### config.mk
export PLATFORM = sky130hd
export DESIGN_NAME = adc_ctrl_top
export DESIGN_NICKNAME = d
export VERILOG_FILES = /design/src/adc_pkg.sv /design/src/adc_ctrl_top.sv
export SDC_FILE = /design/constraint.sdc
export NUM_CORES = 1
export LEC_CHECK = 0
export ABC_AREA = 1
export BUFFER_PORTS_ARGS = -buffer_cell sky130_fd_sc_hd__buf_2
export CAP_MARGIN = 20
export CORE_MARGIN = 8
export CORE_UTILIZATION = 40
export DETAILED_ROUTE_END_ITERATION = 8
export PLACE_DENSITY_LB_ADDON = 0.12
export SYNTH_ARGS = -nofsm -noshare
export SYNTH_HDL_FRONTEND = slang
export SYNTH_SLANG_ARGS = --single-unit
### constraint.sdc
create_clock -name clk_sys -period 3.65 [get_ports clk_sys]
set_input_delay 0.5475 -clock clk_sys [delete_from_list [all_inputs] [get_ports clk_sys]]
set_output_delay 0.5475 -clock clk_sys [all_outputs]
set_load 0.01 [all_outputs]
### src/adc_pkg.sv
package adc_pkg;
    // ****************************************************************
    // sizes
    // ****************************************************************
    localparam int SMP_W         = 12;
    localparam int SPI_TOTAL     = 24;
    localparam int SPI_ADDR_LAST = 7;
    localparam int SPI_DATA_FIRST = 9;
    localparam int ACC_W         = 20;
    localparam int ACC_SHIFT     = 8;
    localparam int FIFO_DEPTH    = 16;

    // ****************************************************************
    // register map
    // ****************************************************************
    localparam logic [6:0] ADDR_CFG   = 7'h00;
    localparam logic [6:0] ADDR_CORR  = 7'h01;
    localparam logic [6:0] ADDR_THR   = 7'h02;
    localparam logic [6:0] ADDR_RSTA  = 7'h03;
    localparam logic [6:0] ADDR_RSTB  = 7'h1A;
    localparam logic [6:0] ADDR_STAT  = 7'h70;

    localparam int CFG_WIRE4_BIT = 15;
    localparam int CFG_DECIM_BIT = 14;
    localparam int CFG_HPA_BIT   = 12;
    localparam int CFG_HPB_BIT   = 9;
    localparam int CORR_A_BIT    = 15;
    localparam int CORR_B_BIT    = 9;
    localparam int CORR_FMT_BIT  = 3;
    localparam int THR_LSB       = 7;
    localparam int THR_W         = 4;
    localparam int RESTART_BIT   = 14;
    localparam int THR_SCALE_SH  = 7;

    localparam logic [15:0]      CFG_MASK   = 16'hD240;
    localparam logic [15:0]      CORR_MASK  = 16'h820A;
    localparam logic [15:0]      CFG_RST    = 16'h0000;
    localparam logic [15:0]      CORR_RST   = 16'h0000;
    localparam logic [THR_W-1:0] THR_RST    = 4'hF;
    localparam logic [15:0]      RST_FIXED  = 16'h0B18;

    // ****************************************************************
    // timing in sample clock cycles
    // ****************************************************************
    localparam int             OVR_LATENCY   = 12;
    localparam int             SYNC_CNT_W    = 5;
    localparam logic [5:0]     INVALID_FULL  = 6'h24;
    localparam logic [5:0]     INVALID_DECIM = 6'h12;

    // ****************************************************************
    // types
    // ****************************************************************
    typedef enum logic [1:0] {
        SPI_IDLE = 2'b00,
        SPI_ADDR = 2'b01,
        SPI_DATA = 2'b11
    } adc_spi_state_t;

    typedef struct packed {
        logic             marker;
        logic             valid;
        logic [1:0]       overRange;
        logic [SMP_W-1:0] dataA;
        logic [SMP_W-1:0] dataB;
    } adc_word_t;
endpackage

### src/adc_ctrl_top.sv
// Behaviour
// - over-range flag appears 12 sample cycles later
// - trip level is full scale times field/16
// - threshold field resets to fifteen
// - correction off until enable bits set
// - channel restart controls at 0x03, 0x1A
// - decimated: per-channel filter selectable low or high pass
// - first sync resets logic, starts 32-cycle marker
// - data invalid 36 samples after sync
// - marker on next output rise; restarts on shift
// - sync single or every 32, sampled rising
// - falling-phase alignment stretches output clock half
// - decimated: period 32, discard 18 samples
// - starts 3-pin, one write enables 4-pin
// - read/write bit and seven address bits, then sixteen data bits
// - first serial rise latches read/write bit
// - write: zero, address, data, rising edges
// - read: D15..D0 shifted out for rising capture
// - read bit blocks writes until cleared
// - reset pin returns everything to defaults
// - restart bit clears accumulators, clear starts loop
// - address 0 bit 14 enables decimation
// - address 0 bit 15 selects four-wire
`timescale 1ns/1ps

module adc_fifo #(
    parameter int W     = 8,
    parameter int DEPTH = 16
) (
    // clock and reset
    input  wire logic         clk_sys,
    input  wire logic         rstn,
    // fill side
    input  wire logic         inValid,
    output logic              inReady,
    input  wire logic [W-1:0] inData,
    // drain side
    output logic              outValid,
    input  wire logic         outReady,
    output logic [W-1:0]      outData
);
    localparam int AW = $clog2(DEPTH);
    logic [W-1:0] mem [DEPTH];
    logic [AW:0]  wrPtr_reg;
    logic [AW:0]  rdPtr_reg;

    assign inReady  = (wrPtr_reg - rdPtr_reg) != (AW+1)'(DEPTH);
    assign outValid = wrPtr_reg != rdPtr_reg;
    assign outData  = mem[rdPtr_reg[AW-1:0]];

    always_ff @(posedge clk_sys) begin
        if (inValid && inReady) begin
            mem[wrPtr_reg[AW-1:0]] <= inData;
        end
    end

    always_ff @(posedge clk_sys or negedge rstn) begin
        if (!rstn) begin
            wrPtr_reg <= '0;
            rdPtr_reg <= '0;
        end else begin
            if (inValid && inReady) begin
                wrPtr_reg <= wrPtr_reg + 1'b1;
            end
            if (outValid && outReady) begin
                rdPtr_reg <= rdPtr_reg + 1'b1;
            end
        end
    end
endmodule

module adc_ctrl_top
    import adc_pkg::*;
(
    // system clock and hardware reset pin
    input  wire logic             clk_sys,
    input  wire logic             rstn,
    // serial configuration port
    input  wire logic             serialClk,
    input  wire logic             serialSelectN,
    input  wire logic             serDataIn,
    output logic                  serDataOut,
    output logic                  serDataOe,
    output logic                  serialOutputLine,
    // sample side
    input  wire logic             sampleClockIn,
    input  wire logic [SMP_W-1:0] sampleA,
    input  wire logic [SMP_W-1:0] sampleB,
    input  wire logic             alignInputPin,
    // output side
    output logic                  channelAOutputClock,
    output logic                  channelBOutputClock,
    output logic [1:0]            overRangeFlagOut,
    output logic                  alignMarkerOut,
    output logic                  pathReady,
    output logic                  outValid,
    input  wire logic             outReady,
    output adc_word_t             outData
);
    // ****************************************************************
    // input synchronisers
    // ****************************************************************
    logic [1:0]       sclkS_reg, selS_reg, sdiS_reg, clkS_reg, syncS_reg;
    logic [SMP_W-1:0] smpA1_reg, smpA2_reg, smpB1_reg, smpB2_reg;
    logic             sclkPrev_reg, selPrev_reg, clkPrev_reg;

    always_ff @(posedge clk_sys or negedge rstn) begin
        if (!rstn) begin
            sclkS_reg    <= '0;
            selS_reg     <= 2'h3;
            sdiS_reg     <= '0;
            clkS_reg     <= '0;
            syncS_reg    <= '0;
            smpA1_reg    <= '0;
            smpA2_reg    <= '0;
            smpB1_reg    <= '0;
            smpB2_reg    <= '0;
            sclkPrev_reg <= 1'b0;
            selPrev_reg  <= 1'b1;
            clkPrev_reg  <= 1'b0;
        end else begin
            sclkS_reg    <= {sclkS_reg[0], serialClk};
            selS_reg     <= {selS_reg[0], serialSelectN};
            sdiS_reg     <= {sdiS_reg[0], serDataIn};
            clkS_reg     <= {clkS_reg[0], sampleClockIn};
            syncS_reg    <= {syncS_reg[0], alignInputPin};
            smpA1_reg    <= sampleA;
            smpA2_reg    <= smpA1_reg;
            smpB1_reg    <= sampleB;
            smpB2_reg    <= smpB1_reg;
            sclkPrev_reg <= sclkS_reg[1];
            selPrev_reg  <= selS_reg[1];
            clkPrev_reg  <= clkS_reg[1];
        end
    end

    logic sRise, sFall, selFall, sTick;
    assign sRise   = sclkS_reg[1] && !sclkPrev_reg;
    assign sFall   = !sclkS_reg[1] && sclkPrev_reg;
    assign selFall = !selS_reg[1] && selPrev_reg;
    assign sTick   = clkS_reg[1] && !clkPrev_reg;

    // ****************************************************************
    // configuration registers
    // ****************************************************************
    logic [15:0]      cfg_reg, corr_reg;
    logic [THR_W-1:0] thr_reg;
    logic [1:0]       restart_reg;
    logic             wrEn;
    logic [6:0]       wrAddr;
    logic [15:0]      wrData;
    logic             running_reg;
    logic [5:0]       invalidCnt_reg;
    logic             writeBlock_reg;

    logic wire4, decimEn, offsetBin;
    logic [1:0] highPass, corrEn;
    assign wire4     = cfg_reg[CFG_WIRE4_BIT];
    assign decimEn   = cfg_reg[CFG_DECIM_BIT];
    assign highPass  = {cfg_reg[CFG_HPB_BIT], cfg_reg[CFG_HPA_BIT]};
    assign corrEn    = {corr_reg[CORR_B_BIT], corr_reg[CORR_A_BIT]};
    assign offsetBin = corr_reg[CORR_FMT_BIT];

    // reset pin returns the whole map to its defaults, shortest legal pulse included
    always_ff @(posedge clk_sys or negedge rstn) begin
        if (!rstn) begin
            cfg_reg     <= CFG_RST;
            corr_reg    <= CORR_RST;
            thr_reg     <= THR_RST;
            restart_reg <= '0;
        end else if (wrEn) begin
            case (wrAddr)
                ADDR_CFG:  cfg_reg  <= wrData & CFG_MASK;
                ADDR_CORR: corr_reg <= wrData & CORR_MASK;
                ADDR_THR:  thr_reg  <= wrData[THR_LSB +: THR_W];
                ADDR_RSTA: restart_reg[0] <= wrData[RESTART_BIT];
                ADDR_RSTB: restart_reg[1] <= wrData[RESTART_BIT];
                default:   ;
            endcase
        end
    end

    function automatic logic [15:0] regRead(input logic [6:0] a);
        logic [15:0] r;
        r = 16'h0000;
        case (a)
            ADDR_CFG:  r = cfg_reg;
            ADDR_CORR: r = corr_reg;
            ADDR_THR:  r[THR_LSB +: THR_W] = thr_reg;
            ADDR_RSTA: r = RST_FIXED | (16'(restart_reg[0]) << RESTART_BIT);
            ADDR_RSTB: r = RST_FIXED | (16'(restart_reg[1]) << RESTART_BIT);
            ADDR_STAT: r = {running_reg, writeBlock_reg, pathReady, 7'h00, invalidCnt_reg};
            default:   r = 16'h0000;
        endcase
        return r;
    endfunction

    // ****************************************************************
    // serial port
    // ****************************************************************
    adc_spi_state_t spiState_reg;
    logic [4:0]     bitCnt_reg;
    logic [22:0]    shiftIn_reg;
    logic [15:0]    shiftOut_reg;
    logic           rw_reg;

    always_ff @(posedge clk_sys or negedge rstn) begin
        if (!rstn) begin
            spiState_reg   <= SPI_IDLE;
            bitCnt_reg     <= '0;
            shiftIn_reg    <= '0;
            shiftOut_reg   <= '0;
            rw_reg         <= 1'b0;
            writeBlock_reg <= 1'b0;
        end else if (selS_reg[1]) begin
            spiState_reg <= SPI_IDLE;
        end else if (selFall) begin
            spiState_reg <= SPI_ADDR;
            bitCnt_reg   <= '0;
        end else if (spiState_reg != SPI_IDLE) begin
            if (sRise) begin
                shiftIn_reg <= {shiftIn_reg[21:0], sdiS_reg[1]};
                bitCnt_reg  <= bitCnt_reg + 1'b1;
                if (bitCnt_reg == '0) begin
                    rw_reg         <= sdiS_reg[1];
                    writeBlock_reg <= sdiS_reg[1];
                end
                if (bitCnt_reg == 5'(SPI_ADDR_LAST)) begin
                    spiState_reg <= SPI_DATA;
                    shiftOut_reg <= regRead({shiftIn_reg[5:0], sdiS_reg[1]});
                end
                if (bitCnt_reg == 5'(SPI_TOTAL - 1)) begin
                    spiState_reg <= SPI_IDLE;
                end
            end else if (sFall && spiState_reg == SPI_DATA
                         && bitCnt_reg >= 5'(SPI_DATA_FIRST)) begin
                shiftOut_reg <= {shiftOut_reg[14:0], 1'b0};
            end
        end
    end

    // write lands on the 24th rising edge unless a read bit is pending
    assign wrEn   = !selS_reg[1] && spiState_reg == SPI_DATA && sRise
                    && bitCnt_reg == 5'(SPI_TOTAL - 1) && !writeBlock_reg;
    assign wrAddr = shiftIn_reg[21:15];
    assign wrData = {shiftIn_reg[14:0], sdiS_reg[1]};

    logic readActive;
    assign readActive       = spiState_reg == SPI_DATA && rw_reg;
    assign serDataOe        = readActive && !wire4;
    assign serDataOut       = shiftOut_reg[15];
    assign serialOutputLine = wire4 ? shiftOut_reg[15] : 1'b0;

    // ****************************************************************
    // sync, output clock and marker
    // ****************************************************************
    logic                  syncSmp_reg, pendMark_reg, outClk_reg, marker_reg, decPhase_reg;
    logic [SYNC_CNT_W-1:0] syncCnt_reg, markPos_reg, syncCntNext;
    logic                  syncEdge, acceptSync, outClkNext, outSample;

    assign syncEdge    = sTick && syncS_reg[1] && !syncSmp_reg;
    assign acceptSync  = syncEdge && (!running_reg || syncCnt_reg != '0);
    assign syncCntNext = acceptSync ? SYNC_CNT_W'(1) : syncCnt_reg + 1'b1;
    // a sync on the high phase holds the clock high one extra half
    assign outClkNext  = (acceptSync && outClk_reg) ? 1'b1 : !outClk_reg;
    assign outSample   = sTick && (!decimEn || decPhase_reg);

    always_ff @(posedge clk_sys or negedge rstn) begin
        if (!rstn) begin
            syncSmp_reg    <= 1'b0;
            running_reg    <= 1'b0;
            syncCnt_reg    <= '0;
            markPos_reg    <= '0;
            pendMark_reg   <= 1'b0;
            outClk_reg     <= 1'b0;
            marker_reg     <= 1'b0;
            decPhase_reg   <= 1'b0;
            invalidCnt_reg <= '0;
        end else if (sTick) begin
            syncSmp_reg  <= syncS_reg[1];
            outClk_reg   <= outClkNext;
            decPhase_reg <= acceptSync ? 1'b0 : !decPhase_reg;
            if (acceptSync) begin
                running_reg    <= 1'b1;
                invalidCnt_reg <= decimEn ? INVALID_DECIM : INVALID_FULL;
            end else if (outSample && invalidCnt_reg != '0) begin
                invalidCnt_reg <= invalidCnt_reg - 1'b1;
            end
            if (running_reg || acceptSync) begin
                syncCnt_reg <= syncCntNext;
            end
            if ((acceptSync || pendMark_reg) && outClkNext && !outClk_reg) begin
                marker_reg   <= 1'b1;
                markPos_reg  <= syncCntNext;
                pendMark_reg <= 1'b0;
            end else begin
                pendMark_reg <= pendMark_reg || acceptSync;
                marker_reg   <= running_reg && !pendMark_reg && !acceptSync
                                && syncCntNext == markPos_reg;
            end
        end
    end

    assign channelAOutputClock = outClk_reg;
    assign channelBOutputClock = outClk_reg;
    assign alignMarkerOut      = marker_reg;

    // ****************************************************************
    // data path: correction, over-range, filter
    // ****************************************************************
    logic signed [SMP_W-1:0] raw [2];
    logic signed [ACC_W-1:0] acc_reg [2];
    logic signed [SMP_W-1:0] prev_reg [2];
    // bit 0 is loaded at the sample's own tick, so one extra stage gives 12
    logic [OVR_LATENCY:0]    ovrPipe_reg [2];
    logic signed [SMP_W-1:0] corr [2];
    logic signed [SMP_W-1:0] filt [2];

    assign raw[0] = smpA2_reg;
    assign raw[1] = smpB2_reg;

    function automatic logic ovrHit(input logic signed [SMP_W-1:0] x,
                                    input logic [THR_W-1:0] t);
        logic [SMP_W:0] mag;
        mag = x[SMP_W-1] ? (SMP_W+1)'(-x) : (SMP_W+1)'(x);
        return mag > ((SMP_W+1)'(t) << THR_SCALE_SH);
    endfunction

    function automatic logic signed [SMP_W-1:0] filter(
        input logic signed [SMP_W-1:0] x, input logic signed [SMP_W-1:0] p,
        input logic hp, input logic en);
        logic signed [SMP_W:0] s;
        s = hp ? ((SMP_W+1)'(x) - (SMP_W+1)'(p)) : ((SMP_W+1)'(x) + (SMP_W+1)'(p));
        return en ? s[SMP_W:1] : x;
    endfunction

    always_comb begin
        for (int c = 0; c < 2; c++) begin
            corr[c] = raw[c] - (corrEn[c] ? acc_reg[c][ACC_W-1 -: SMP_W] : '0);
            filt[c] = filter(corr[c], prev_reg[c], highPass[c], decimEn);
        end
    end

    always_ff @(posedge clk_sys or negedge rstn) begin
        if (!rstn) begin
            for (int c = 0; c < 2; c++) begin
                acc_reg[c]     <= '0;
                prev_reg[c]    <= '0;
                ovrPipe_reg[c] <= '0;
            end
        end else begin
            for (int c = 0; c < 2; c++) begin
                if (restart_reg[c]) begin
                    acc_reg[c] <= '0;
                end else if (sTick && corrEn[c]) begin
                    acc_reg[c] <= acc_reg[c] + ACC_W'(raw[c])
                                  - (acc_reg[c] >>> ACC_SHIFT);
                end
                if (sTick) begin
                    prev_reg[c]    <= acceptSync ? '0 : corr[c];
                    ovrPipe_reg[c] <= acceptSync ? '0 :
                        {ovrPipe_reg[c][OVR_LATENCY-1:0], ovrHit(raw[c], thr_reg)};
                end
            end
        end
    end

    assign overRangeFlagOut = {ovrPipe_reg[1][OVR_LATENCY], ovrPipe_reg[0][OVR_LATENCY]};

    // ****************************************************************
    // output buffer
    // ****************************************************************
    adc_word_t word_reg;
    logic      wordValid_reg;

    always_ff @(posedge clk_sys or negedge rstn) begin
        if (!rstn) begin
            word_reg      <= '0;
            wordValid_reg <= 1'b0;
        end else begin
            wordValid_reg <= outSample && running_reg;
            if (outSample) begin
                word_reg.marker    <= marker_reg;
                word_reg.valid     <= invalidCnt_reg == '0;
                word_reg.overRange <= overRangeFlagOut;
                word_reg.dataA     <= {filt[0][SMP_W-1] ^ offsetBin, filt[0][SMP_W-2:0]};
                word_reg.dataB     <= {filt[1][SMP_W-1] ^ offsetBin, filt[1][SMP_W-2:0]};
            end
        end
    end

    // a full buffer drops words; pathReady tells the receiver it stalled too long
    adc_fifo #(
        .W     ($bits(adc_word_t)),
        .DEPTH (FIFO_DEPTH)
    ) u_fifo (
        .clk_sys  (clk_sys),
        .rstn     (rstn),
        .inValid  (wordValid_reg),
        .inReady  (pathReady),
        .inData   (word_reg),
        .outValid (outValid),
        .outReady (outReady),
        .outData  (outData)
    );

    // ****************************************************************
    // checks
    // ****************************************************************
    AST_THR_RESET: assert property (@(posedge clk_sys)
        $rose(rstn) |-> thr_reg == THR_RST) else $error("threshold not at reset value");
    AST_CORR_OFF: assert property (@(posedge clk_sys) disable iff (!rstn)
        !corrEn[0] && !restart_reg[0] |=> $stable(acc_reg[0]))
        else $error("correction moved while disabled");
    AST_OVR_LEVEL: assert property (@(posedge clk_sys) disable iff (!rstn)
        sTick && !acceptSync && !raw[0][SMP_W-1]
        && ({1'b0, raw[0]} <= ((SMP_W+1)'(thr_reg) << THR_SCALE_SH))
        |=> !ovrPipe_reg[0][0]) else $error("over-range raised below level");
    AST_OVR_LAT: assert property (@(posedge clk_sys) disable iff (!rstn)
        sTick && !acceptSync && ovrPipe_reg[0][OVR_LATENCY-1] |=> overRangeFlagOut[0])
        else $error("over-range flag late");
    AST_INVALID: assert property (@(posedge clk_sys) disable iff (!rstn)
        acceptSync && !decimEn |=> invalidCnt_reg == INVALID_FULL && running_reg)
        else $error("invalid window not 36");
    AST_DEC_INVALID: assert property (@(posedge clk_sys) disable iff (!rstn)
        acceptSync && decimEn |=> invalidCnt_reg == INVALID_DECIM)
        else $error("decimated invalid window not 18");
    AST_SAME_POS: assert property (@(posedge clk_sys) disable iff (!rstn)
        syncEdge && running_reg && syncCnt_reg == '0 |=> syncCnt_reg == SYNC_CNT_W'(1)
        && !pendMark_reg) else $error("aligned sync restarted counter");
    AST_WRITE_BLOCK: assert property (@(posedge clk_sys) disable iff (!rstn)
        writeBlock_reg |=> $stable(cfg_reg) && $stable(thr_reg) && $stable(corr_reg))
        else $error("write accepted while read bit set");
    AST_RW_CAPTURE: assert property (@(posedge clk_sys) disable iff (!rstn)
        !selS_reg[1] && !selFall && spiState_reg == SPI_ADDR && sRise && bitCnt_reg == '0
        |=> rw_reg == $past(sdiS_reg[1])) else $error("read/write bit not captured");
    AST_THREE_WIRE: assert property (@(posedge clk_sys) disable iff (!rstn)
        !wire4 |-> !serialOutputLine && (serDataOe == readActive))
        else $error("three-wire mode drove the output line");
endmodule

**Word-level counts from Yosys, hierarchy flattened**

Memory sizes are Yosys's and may differ from the RTL's.
Cells that the tools add are included.

- Register bits: 273
- RAM bits: 448
- Logic and storage cells: 205
- Memories kept: 1

Memories:

| name | depth | width | read ports | clocked after Yosys merged registers in | wr ports | RTL line | RTL |
|---|---|---|---|---|---|---|---|
| u_fifo.mem | 16 | 28 | 1 | 0 | 1 | adc_ctrl_top.sv:43 | `logic [W-1:0] mem [DEPTH];` |

- $add $sub $neg: 18
- Magnitude comparators: 3
- Equality and inequality tests: 16
- Multiplexer cells: 42
- Bitwise operators: 4
- Reduce and logical (&&, ||, !) cells: 76

Operators with widths:

| cell | number |
|---|---|
| 2-to-1 mux 20 bit | 4 |
| 2-to-1 mux 13 bit | 6 |
| 2-to-1 mux 12 bit | 6 |
| 2-to-1 mux 16 bit | 3 |
| adder 20 x 12 -> 20 bit | 2 |
| subtractor 20 x 12 -> 20 bit | 2 |
| == test 7 x 2 -> 1 bit, second input constant | 4 |
| logical AND 1 bit | 28 |
| case mux 7 bit (4 select lines) | 1 |
| adder 12 x 12 -> 13 bit | 2 |
| > comparator 13 x 11 -> 1 bit | 2 |
| negator 12 -> 13 bit | 2 |
| subtractor 12 x 12 -> 13 bit | 2 |
| case mux 5 bit (5 select lines) | 1 |
| subtractor 12 bit | 2 |
| adder 5 x 1 -> 5 bit, second input constant | 4 |
| 2-to-1 mux 5 bit | 4 |
| 2-to-1 mux 6 bit | 3 |
| AND reduction 2 bit | 9 |
| case mux 4 bit (4 select lines) | 1 |
| == test 7 x 1 -> 1 bit, second input constant | 2 |
| == test 7 x 5 -> 1 bit, second input constant | 2 |
| zero test 7 bit | 2 |
| nonzero test 2 bit | 7 |
| 27 further kinds | 58 |

**Logic depth before layout (Yosys ltp)**

Gate-level depths: netlist (run 1).

- Depth after elaboration: 10
- Depth in mapped cells: 25
- Depth with buffers taken out: 24

**Cells and area by module**

A second synthesis (run 1) with hierarchy kept.

- Cells, all modules: 3415
- Area total of the unflattened synthesis: 34598.2 um2

By module, submodules not included:

| module | instances | cells an instance | area each (um2) | sequential area each (um2) |
|---|---|---|---|---|
| adc_fifo | 1 | 1400 | 18336.3 | 13703.1 |
| adc_ctrl_top | 1 | 2015 | 16261.8 | 6590.1 |

**Worst setup path after synthesis (run 1)**

No wires, ideal clock.

- Path kind: reg-to-reg
- Start: reg u_fifo.rdPtr_reg[1]
- End: mem u_fifo.mem[0][0] (netlist name) (enable)
- Data arrival time: 3.495 ns
- Required time: 3.237 ns
- Slack: -0.258 ns
- Stages on the path, launching flop included: 14
- Path buffers: 2
- Clock period less this slack: 3.908 ns
- Path through: dfrtp_1 -> inv_1 -> clkbuf_1 -> clkbuf_1 -> ha_1 -> inv_1 -> o21bai_2 -> a21oi_1 -> nand2_1 -> o211ai_2 -> nand2_1 -> inv_2 -> nand2_1 -> nor2_1

- Longest elaborated chain between the ends: 5

RTL lines:

| what | RTL line | RTL |
|---|---|---|
| from (decl) | adc_ctrl_top.sv:45 | `logic [AW:0] rdPtr_reg;` |
| from (signal assigned) | adc_ctrl_top.sv:66 | `rdPtr_reg <= rdPtr_reg + 1'b1;` |
| subtractor 5 bit | adc_ctrl_top.sv:47 | `assign inReady = (wrPtr_reg - rdPtr_reg) != (AW+1)'(DEPTH);` |
| != test 5 bit | adc_ctrl_top.sv:47 |  |
| named net pathReady | adc_ctrl_top.sv:95 | `output logic pathReady,` |
| logical AND 1 bit | adc_ctrl_top.sv:52 | `if (inValid && inReady) begin` |
| 2-to-1 mux 1 bit | adc_ctrl_top.sv:52 |  |
| 2-to-1 mux 1 bit (not written as such) | adc_ctrl_top.sv:53 | `mem[wrPtr_reg[AW-1:0]] <= inData;` |
| to (decl) | adc_ctrl_top.sv:43 |  |

The timed path passes the listed nets, and every way through them passes these cells.

==> qor.yml, run 1 <==
ys_ff_latch: 721
die_y_um: 308
fin_crit_ns: 3.47
synth.distinct_cells: 57
core_area_mm2: 0.0849
die_area_mm2: 0.0951
avgSynthCellArea_um2: 10.3
synthFlopType: "edfxtp_1"
fmaxAchievable_ghz: 0.288
drt-initial-drc-count: 1915
max-slew-margin-rel: 0.367
finalClockSkew_ns: 0.0531
grt_pass1_wl_um: 144000
io_pins: 70
wl_per_cell_um: 19.8
crit_type: "reg2out"
hold_path.class: "in2reg"
final.setup.worst_slack_ns: 0.176
drtPass1Iterations: 6
yosys_warnings: 0
drc_errors: 0
final_util: 0.466
syn-instance-count: 3326
cp.arrival_ns: 2.93
pwr_density_cell_mw_per_mm2: 653
combPwrFrac: 0.290
clockPowerShare: 0.321
ant_nets: 0
antenna_cells: 0
async_flop_share: 0.379
seq_power_share: 0.389
initial_utilization: 0.403
p_total_w: 0.0258
p_sw_frac: 0.355
critPathMaxFanout: 66
p_int_w: 0.0167
vias: 24439
syn-num-nets: 3514
setup_viol_count_final: 0
synth_edf_count: 448
syn-cell-area_mm2: 0.0342
cts.htree.levels: 3
status: "finished, final reports clean"
drt-total-wl_um: 92700
tightest_slew_ns: 0.949
finalCritPeriodShare: 0.952
nFillCells: 7937
startpoint_type: "flip-flop"
die_w_um: 308
grt_overflow: 0
placed_cells_incl_taps: 4485
rsz0062_at_grt: "yes"
cts_tree: "built"
pre_cts_slack_ns: 0.0749
hold_viol_final: 0
endpoint_kind: "output port"
clockBufferDepth: 3
gr-usage-all-layers: 0.193
gp_congestion: 0.884
final_layout_size_suffix_gt1_frac: 0.103
stdcell_count: 4675
cts_buffers: 83
clk_pin_slew_worst_paths_ns: 0.05
grt_pass1_vias: 24619
vias_per_cell: 5.23
p_sw_w: 0.00916
power.static_leakage_nw: 15.9
largest_register_ffs: 448
clock_sinks: 721
final_net_count: 3648
rows: 107
ctsRootBufferMaster: "clkbuf_16"
drv_cap: 0
antenna_found_initial: 0
grt_max_degree: 226
seq_area_frac_synth: 0.594
dpl.hpwl_um: 60800
cp.required_ns: 3.10
clock_latency_ns: 0.66
area_growth_pct: 15.7
ir_drop_uv: 636
finalMaxSlewViolations: 0
io_buffers: 69
stage by stage:
| step | area, µm² | setup TNS, ns | hold WS (ns) |
|---|---|---|---|
| floorplan | 34200 | -107.80 | 0.252 |
| global placement | 36300 | 0 | 0.335 |
| detailed placement | 36300 | 0 | 0.336 |
| CTS | 39400 | 0 | 0.00363 |
| global route | 39600 | -0.174 | 0.0123 |
| finish | 39600 | 0 | 0.0470 |
routing by layer:
metal / vias up / track usage / part of all wire
li1: 11757 / - / -
met1: 12029 / 0.246 / 0.44
met2: 490 / 0.335 / 0.49
met3: 163 / 0.0278 / 0.036
met4: 0 / 0.0649 / 0.034
met5: - / 0 / 0
power by group through the flow:
stage,registers [W],clock network (W),logic (W)
final,0.0100,0.00830,0.00750
after global routing,0.0101,0.00882,0.00835
after CTS,0.0100,0.00851,0.00756
after detailed placement,0.0102,0,0.00750
after global placement,0.0102,0,0.00738
after floorplan,0.00996,0,0.00480
area by class of cell:
type / count / area (µm²) / area share
clock buffer: 111 / 2230 / 0.0564
timing repair buffer: 176 / 1440 / 0.0364
multi-input combinational: 2093 / 12200 / 0.308
sequential: 721 / 20300 / 0.513
tap: 1144 / 1430 / 0.0362
inverter: 385 / 1450 / 0.0367
clock inverter: 45 / 536 / 0.0135
cells in the final DEF, fill, tap and decap left out, drive strengths merged, types with 9 or more instances in the layout:
master,synthesis,layout
nor3,20,20
ha,114,114
a21oi,122,122
nand3,134,134
xnor2,15,15
xor2,64,64
o21bai,15,15
o21ai,410,410
o221ai,45,45
a31oi,19,19
nor4,13,13
o22ai,118,118
inv,384,384
dfrtp,266,266
edfxtp,448,448
dlygate4sd3,0,28
clkinv,1,31
o211ai,38,38
clkbuf,104,114
buf,23,145
fa,42,42
nand4,20,20
clkinvlp,0,9
nand2,484,484
nor2,381,381
cell families (layout without fill, tap and decap cells):
kind of cell / count (synthesis) / count (layout) / share of synthesized area
AND/OR/NAND/NOR: 1058 / 1058 / 0.128
XOR/XNOR: 79 / 79 / 0.0202
buffers and inverters: 512 / 717 / 0.0574
AO/OA/AOI/OAI: 800 / 800 / 0.135
flip-flops: 721 / 721 / 0.594
adder cells (fa/ha/maj): 156 / 156 / 0.0663
critical path, cell delays in order (launching register included):
cell      delay (ns)
dfrtp_2         0.41
inv_2           0.06
clkbuf_8        0.46
buf_6           0.44
o21ai_0         0.17
o221ai_1        0.21
nand3_1         0.10
nand3_1         0.21
buf_2           0.19
timing repair:
action,CTS,global route
setup buffers,0,6
endpoints found under the setup margin,16,11
resized for setup,3,26
pin swaps,0,5
hold buffers,28,0
hold endpoints to repair,91,0
worst paths after layout:
path	cells after the start	to	slack [ns]	startpoint
worst max-delay path	8	outData[5]	0.18	u_fifo.rdPtr_reg[1]$_DFFE_PN0P_
worst min-delay path	1	smpA1_reg[3]$_DFF_PN0_	0.05	sampleA[3]
worst max register to register	23	word_reg[23]$_DFFE_PN0P_	0.22	corr_reg[15]$_DFFE_PN0P_
worst min register to register	0	smpA2_reg[1]$_DFF_PN0_	0.34	smpA1_reg[1]$_DFF_PN0_
max in group asynchronous	3	selPrev_reg$_DFF_PN1_	2.24	rstn
min in group asynchronous	2	shiftIn_reg[21]$_DFFE_PN0P_	0.55	rstn
cells in the mapped netlist (2+ instances only):
cell,n,share of area
fa_1,42,0.025
nand4_1,20,0.0037
nor2_2,8,0.0015
o21ai_2,3,0.00077
inv_2,6,0.00066
a21o_1,7,0.0015
buf_4,3,0.00066
o31ai_1,5,0.0011
buf_2,11,0.0016
or2_2,4,0.00073
dfrtp_1,266,0.19
nor2_1,371,0.041
clkbuf_1,104,0.011
a221oi_1,4,0.0010
xor2_1,64,0.016
o21ai_0,396,0.058
buf_1,7,0.00077
nor2_4,2,0.00066
o21ai_1,11,0.0016
buf_6,2,0.00066
o22ai_1,118,0.022
nand2_2,7,0.0013
edfxtp_1,448,0.39
a211oi_1,3,0.00066
o221ai_1,45,0.012
nor3_1,20,0.0029
a31oi_1,19,0.0035
o21bai_1,13,0.0029
nand2_1,473,0.052
o211ai_1,37,0.0081
o21bai_2,2,0.00066
dfstp_2,7,0.0054
nand2_4,4,0.0013
nand3_1,131,0.019
a21oi_1,122,0.018
a21boi_0,2,0.00044
nor4_1,13,0.0024
ha_1,114,0.042
nand3_2,3,0.00088
inv_1,378,0.042
xnor2_1,15,0.0038
Note: power is estimated with default switching activity, not from simulation.
==> run 2, diff against run 1 <==
--- a/config.mk
+++ b/config.mk
@@ -14,4 +14,5 @@
 export PLACE_DENSITY_LB_ADDON = 0.12
 export SYNTH_ARGS = -nofsm -noshare
 export SYNTH_HDL_FRONTEND = slang
+export SYNTH_HIERARCHICAL = 1
 export SYNTH_SLANG_ARGS = --single-unit
==> constraint.sdc (replaced) <==
create_clock -name clk_sys -period 2.82 [get_ports clk_sys]
set_input_delay 0.423 -clock clk_sys [delete_from_list [all_inputs] [get_ports clk_sys]]
set_output_delay 0.423 -clock clk_sys [all_outputs]
set_load 0.05 [all_outputs]
==> qor.yml, run 2 <==
vias_per_cell: 5.16
final.setup.worst_slack_ns: -0.373
syn-cell-area_mm2: 0.0346
clock_sinks: 721
antenna_cells: 0
yosys_warnings: 6
synth.distinct_cells: 57
wl_per_cell_um: 19.9
cts.htree.levels: 3
drtPass1Iterations: 5
synth_area_leader_cell: "edfxtp_1"
rows: 108
dpl.hpwl_um: 61500
cp.arrival_ns: 3.75
ant_nets: 0
fin_crit_ns: 3.19
cts_tree: "built"
netlist.area_leader.share: 0.389
finalMaxSlewViolations: 0
p_total_w: 0.0403
synth_edf_count: 448
clock_latency_ns: 0.64
avgSynthCellArea_um2: 10.1
hold_viol_final: 0
drt-total-wl_um: 102000
critPathMaxFanout: 8
nFillCells: 7566
path_cells: "buf_4, nand2_2, ha_4, a21oi_4, o21ai_2, a31oi_4, o21bai_1, xor2_1, ha_1, nand2_1, nor3_2, nand2_1, nand4_1, a21o_1, nand2_1, nand3_1, nand2_1, nand2_1, nand2_1, nand2_1, nand2_1, nand2_1, nand2_1"
power.static_leakage_nw: 18.6
failed_checks: "negative setup slack"
antenna_found_initial: 0
yosysMostFrequentCell: "nand2_1"
cp_slowest_cell: "dfrtp_2"
max_stage_delay_ns: 0.47
drc_errors: 0
synthFlopType: "edfxtp_1"
syn-num-nets: 3602
hold-worst-slack_ns: 0.0922
setup_viol_count_final: 29
core_area_mm2: 0.0862
die_w_um: 310
drt-initial-drc-count: 1803
io_buffers: 69
crit_type: "reg2reg"
stdcell_count: 5123
vias: 26432
syn-instance-count: 3415
grt_max_degree: 74
ys_ff_latch: 721
final_cell_mix: "nand2_1, edfxtp_1, inv_1"
tightest_slew_ns: 0.722
area_growth_pct: 31.4
drv_cap: 0
rsz0062_at_grt: "yes"
largest_register_ffs: 448
synth_area_leaders: "edfxtp_1, dfrtp_1, o21ai_0, nand2_1, nor2_1"
placed_cells_incl_taps: 4831
hold_path.class: "in2reg"
io_pins: 70
pwr_density_cell_mw_per_mm2: 887
die_y_um: 310
cp.required_ns: 3.38
endpoint_kind: "flip-flop"
startpoint_type: "flip-flop"
clockBufferDepth: 3
gp_congestion: 0.882
crit_top_cell: "nand2_1"
async_flop_share: 0.379
final_net_count: 4089
die_area_mm2: 0.0962
ctsRootBufferMaster: "clkbuf_16"
layout_commonest_cell: "nand2_1"
ir_drop_uv: 787
status: "finished, violations left"
initial_utilization: 0.401
cts_buffers: 81
finalCritPeriodShare: 1.13
grt_overflow: 0
clk_pin_slew_worst_paths_ns: 0.06
seq_area_frac_synth: 0.587
grt_pass1_wl_um: 152000
yosys-top-cells-count: "nand2_1, edfxtp_1, nor2_1"
gr-usage-all-layers: 0.204
final_layout_size_suffix_gt1_frac: 0.253
grt_pass1_vias: 26194
finalClockSkew_ns: 0.0234
fmaxAchievable_ghz: 0.313
pre_cts_slack_ns: -0.436
max-slew-margin-rel: 0.518
-- run 2: power breakdown --
part	switching (W)	internal, W	total (W)
Clock	0.00446	0.00640	0.0109
Sequential	0.000761	0.0123	0.0130
Combinational	0.00966	0.00679	0.0165
-- run 2: layout make-up --
class	count	area, µm²	area share
clock buffers	101	2180	0.0480
inverters	404	1570	0.0346
flip-flops and latches	721	20300	0.447
multi-input cells	2163	14000	0.307
well taps	1155	1450	0.0318
repair buffers	529	5340	0.117
clock inverters	48	611	0.0134
repair inverters	2	31.3	0.000688
-- run 2: timing repair --
action	CTS	global route
buffers inserted	58	39
endpoints found under the setup margin	64	70
cloned	15	10
pin swaps	134	160
hold buffers	30	0
resized for setup	297	299
hold endpoints to repair	78	0
-- run 2: worst paths after layout --
path / slack, ns / depth (start not counted) / to / startpoint
worst max register to register: -0.37 / 23 / word_reg[23]$_DFFE_PN0P_ / corr_reg[15]$_DFFE_PN0P_
worst min register to register: 0.34 / 0 / sclkS_reg[1]$_DFF_PN0_ / sclkS_reg[0]$_DFF_PN0_
max in group asynchronous: 1.72 / 3 / thr_reg[3]$_DFFE_PN1P_ / rstn
worst max-delay path: -0.37 / 23 / word_reg[23]$_DFFE_PN0P_ / corr_reg[15]$_DFFE_PN0P_
worst min-delay path: 0.09 / 3 / u_fifo/rdPtr_reg[3]$_DFFE_PN0P_ / outReady
min in group asynchronous: 0.31 / 2 / smpA1_reg[0]$_DFF_PN0_ / rstn
-- run 2: kinds of logic after synthesis --
kind of cell,after synthesis,synth area share
flip-flops,721,0.587
AND/OR/NAND/NOR,1148,0.137
multiplexers,1,0.000325
adder cells (fa/ha/maj),155,0.0652
AO/OA/AOI/OAI,785,0.128
XOR/XNOR,74,0.0187
buffers and inverters,531,0.0647
-- run 2: metal layers --
metal  wire [µm]  GRT usage  vias to the layer above
li1            -          -                    12686
met1       42600      0.254                    13057
met2       52500      0.375                      535
met3        3940     0.0231                      154
met4        2670     0.0520                        0
met5           0          0                        -
-- run 2: through the flow --
step	instance area, µm²	utilization	TNS (ns)
2_1_floorplan	34900	-	-93.58
3_3_place_gp	39000	0.453	-5.69
3_5_place_dp	39000	0.453	-6.89
4_1_cts	44000	0.510	-3.58
5_1_grt	45500	0.527	-11.85
6_report	45500	0.527	-3.87
-- run 2: critical path: cells and delay by family (launching register included) --
family          cells  cell delay (ns)
simple gates       14             1.00
fa+ha+maj           2             0.54
xor+xnor            1             0.25
compound gates      5             0.71
flops               1             0.47
buf+inv             1             0.16
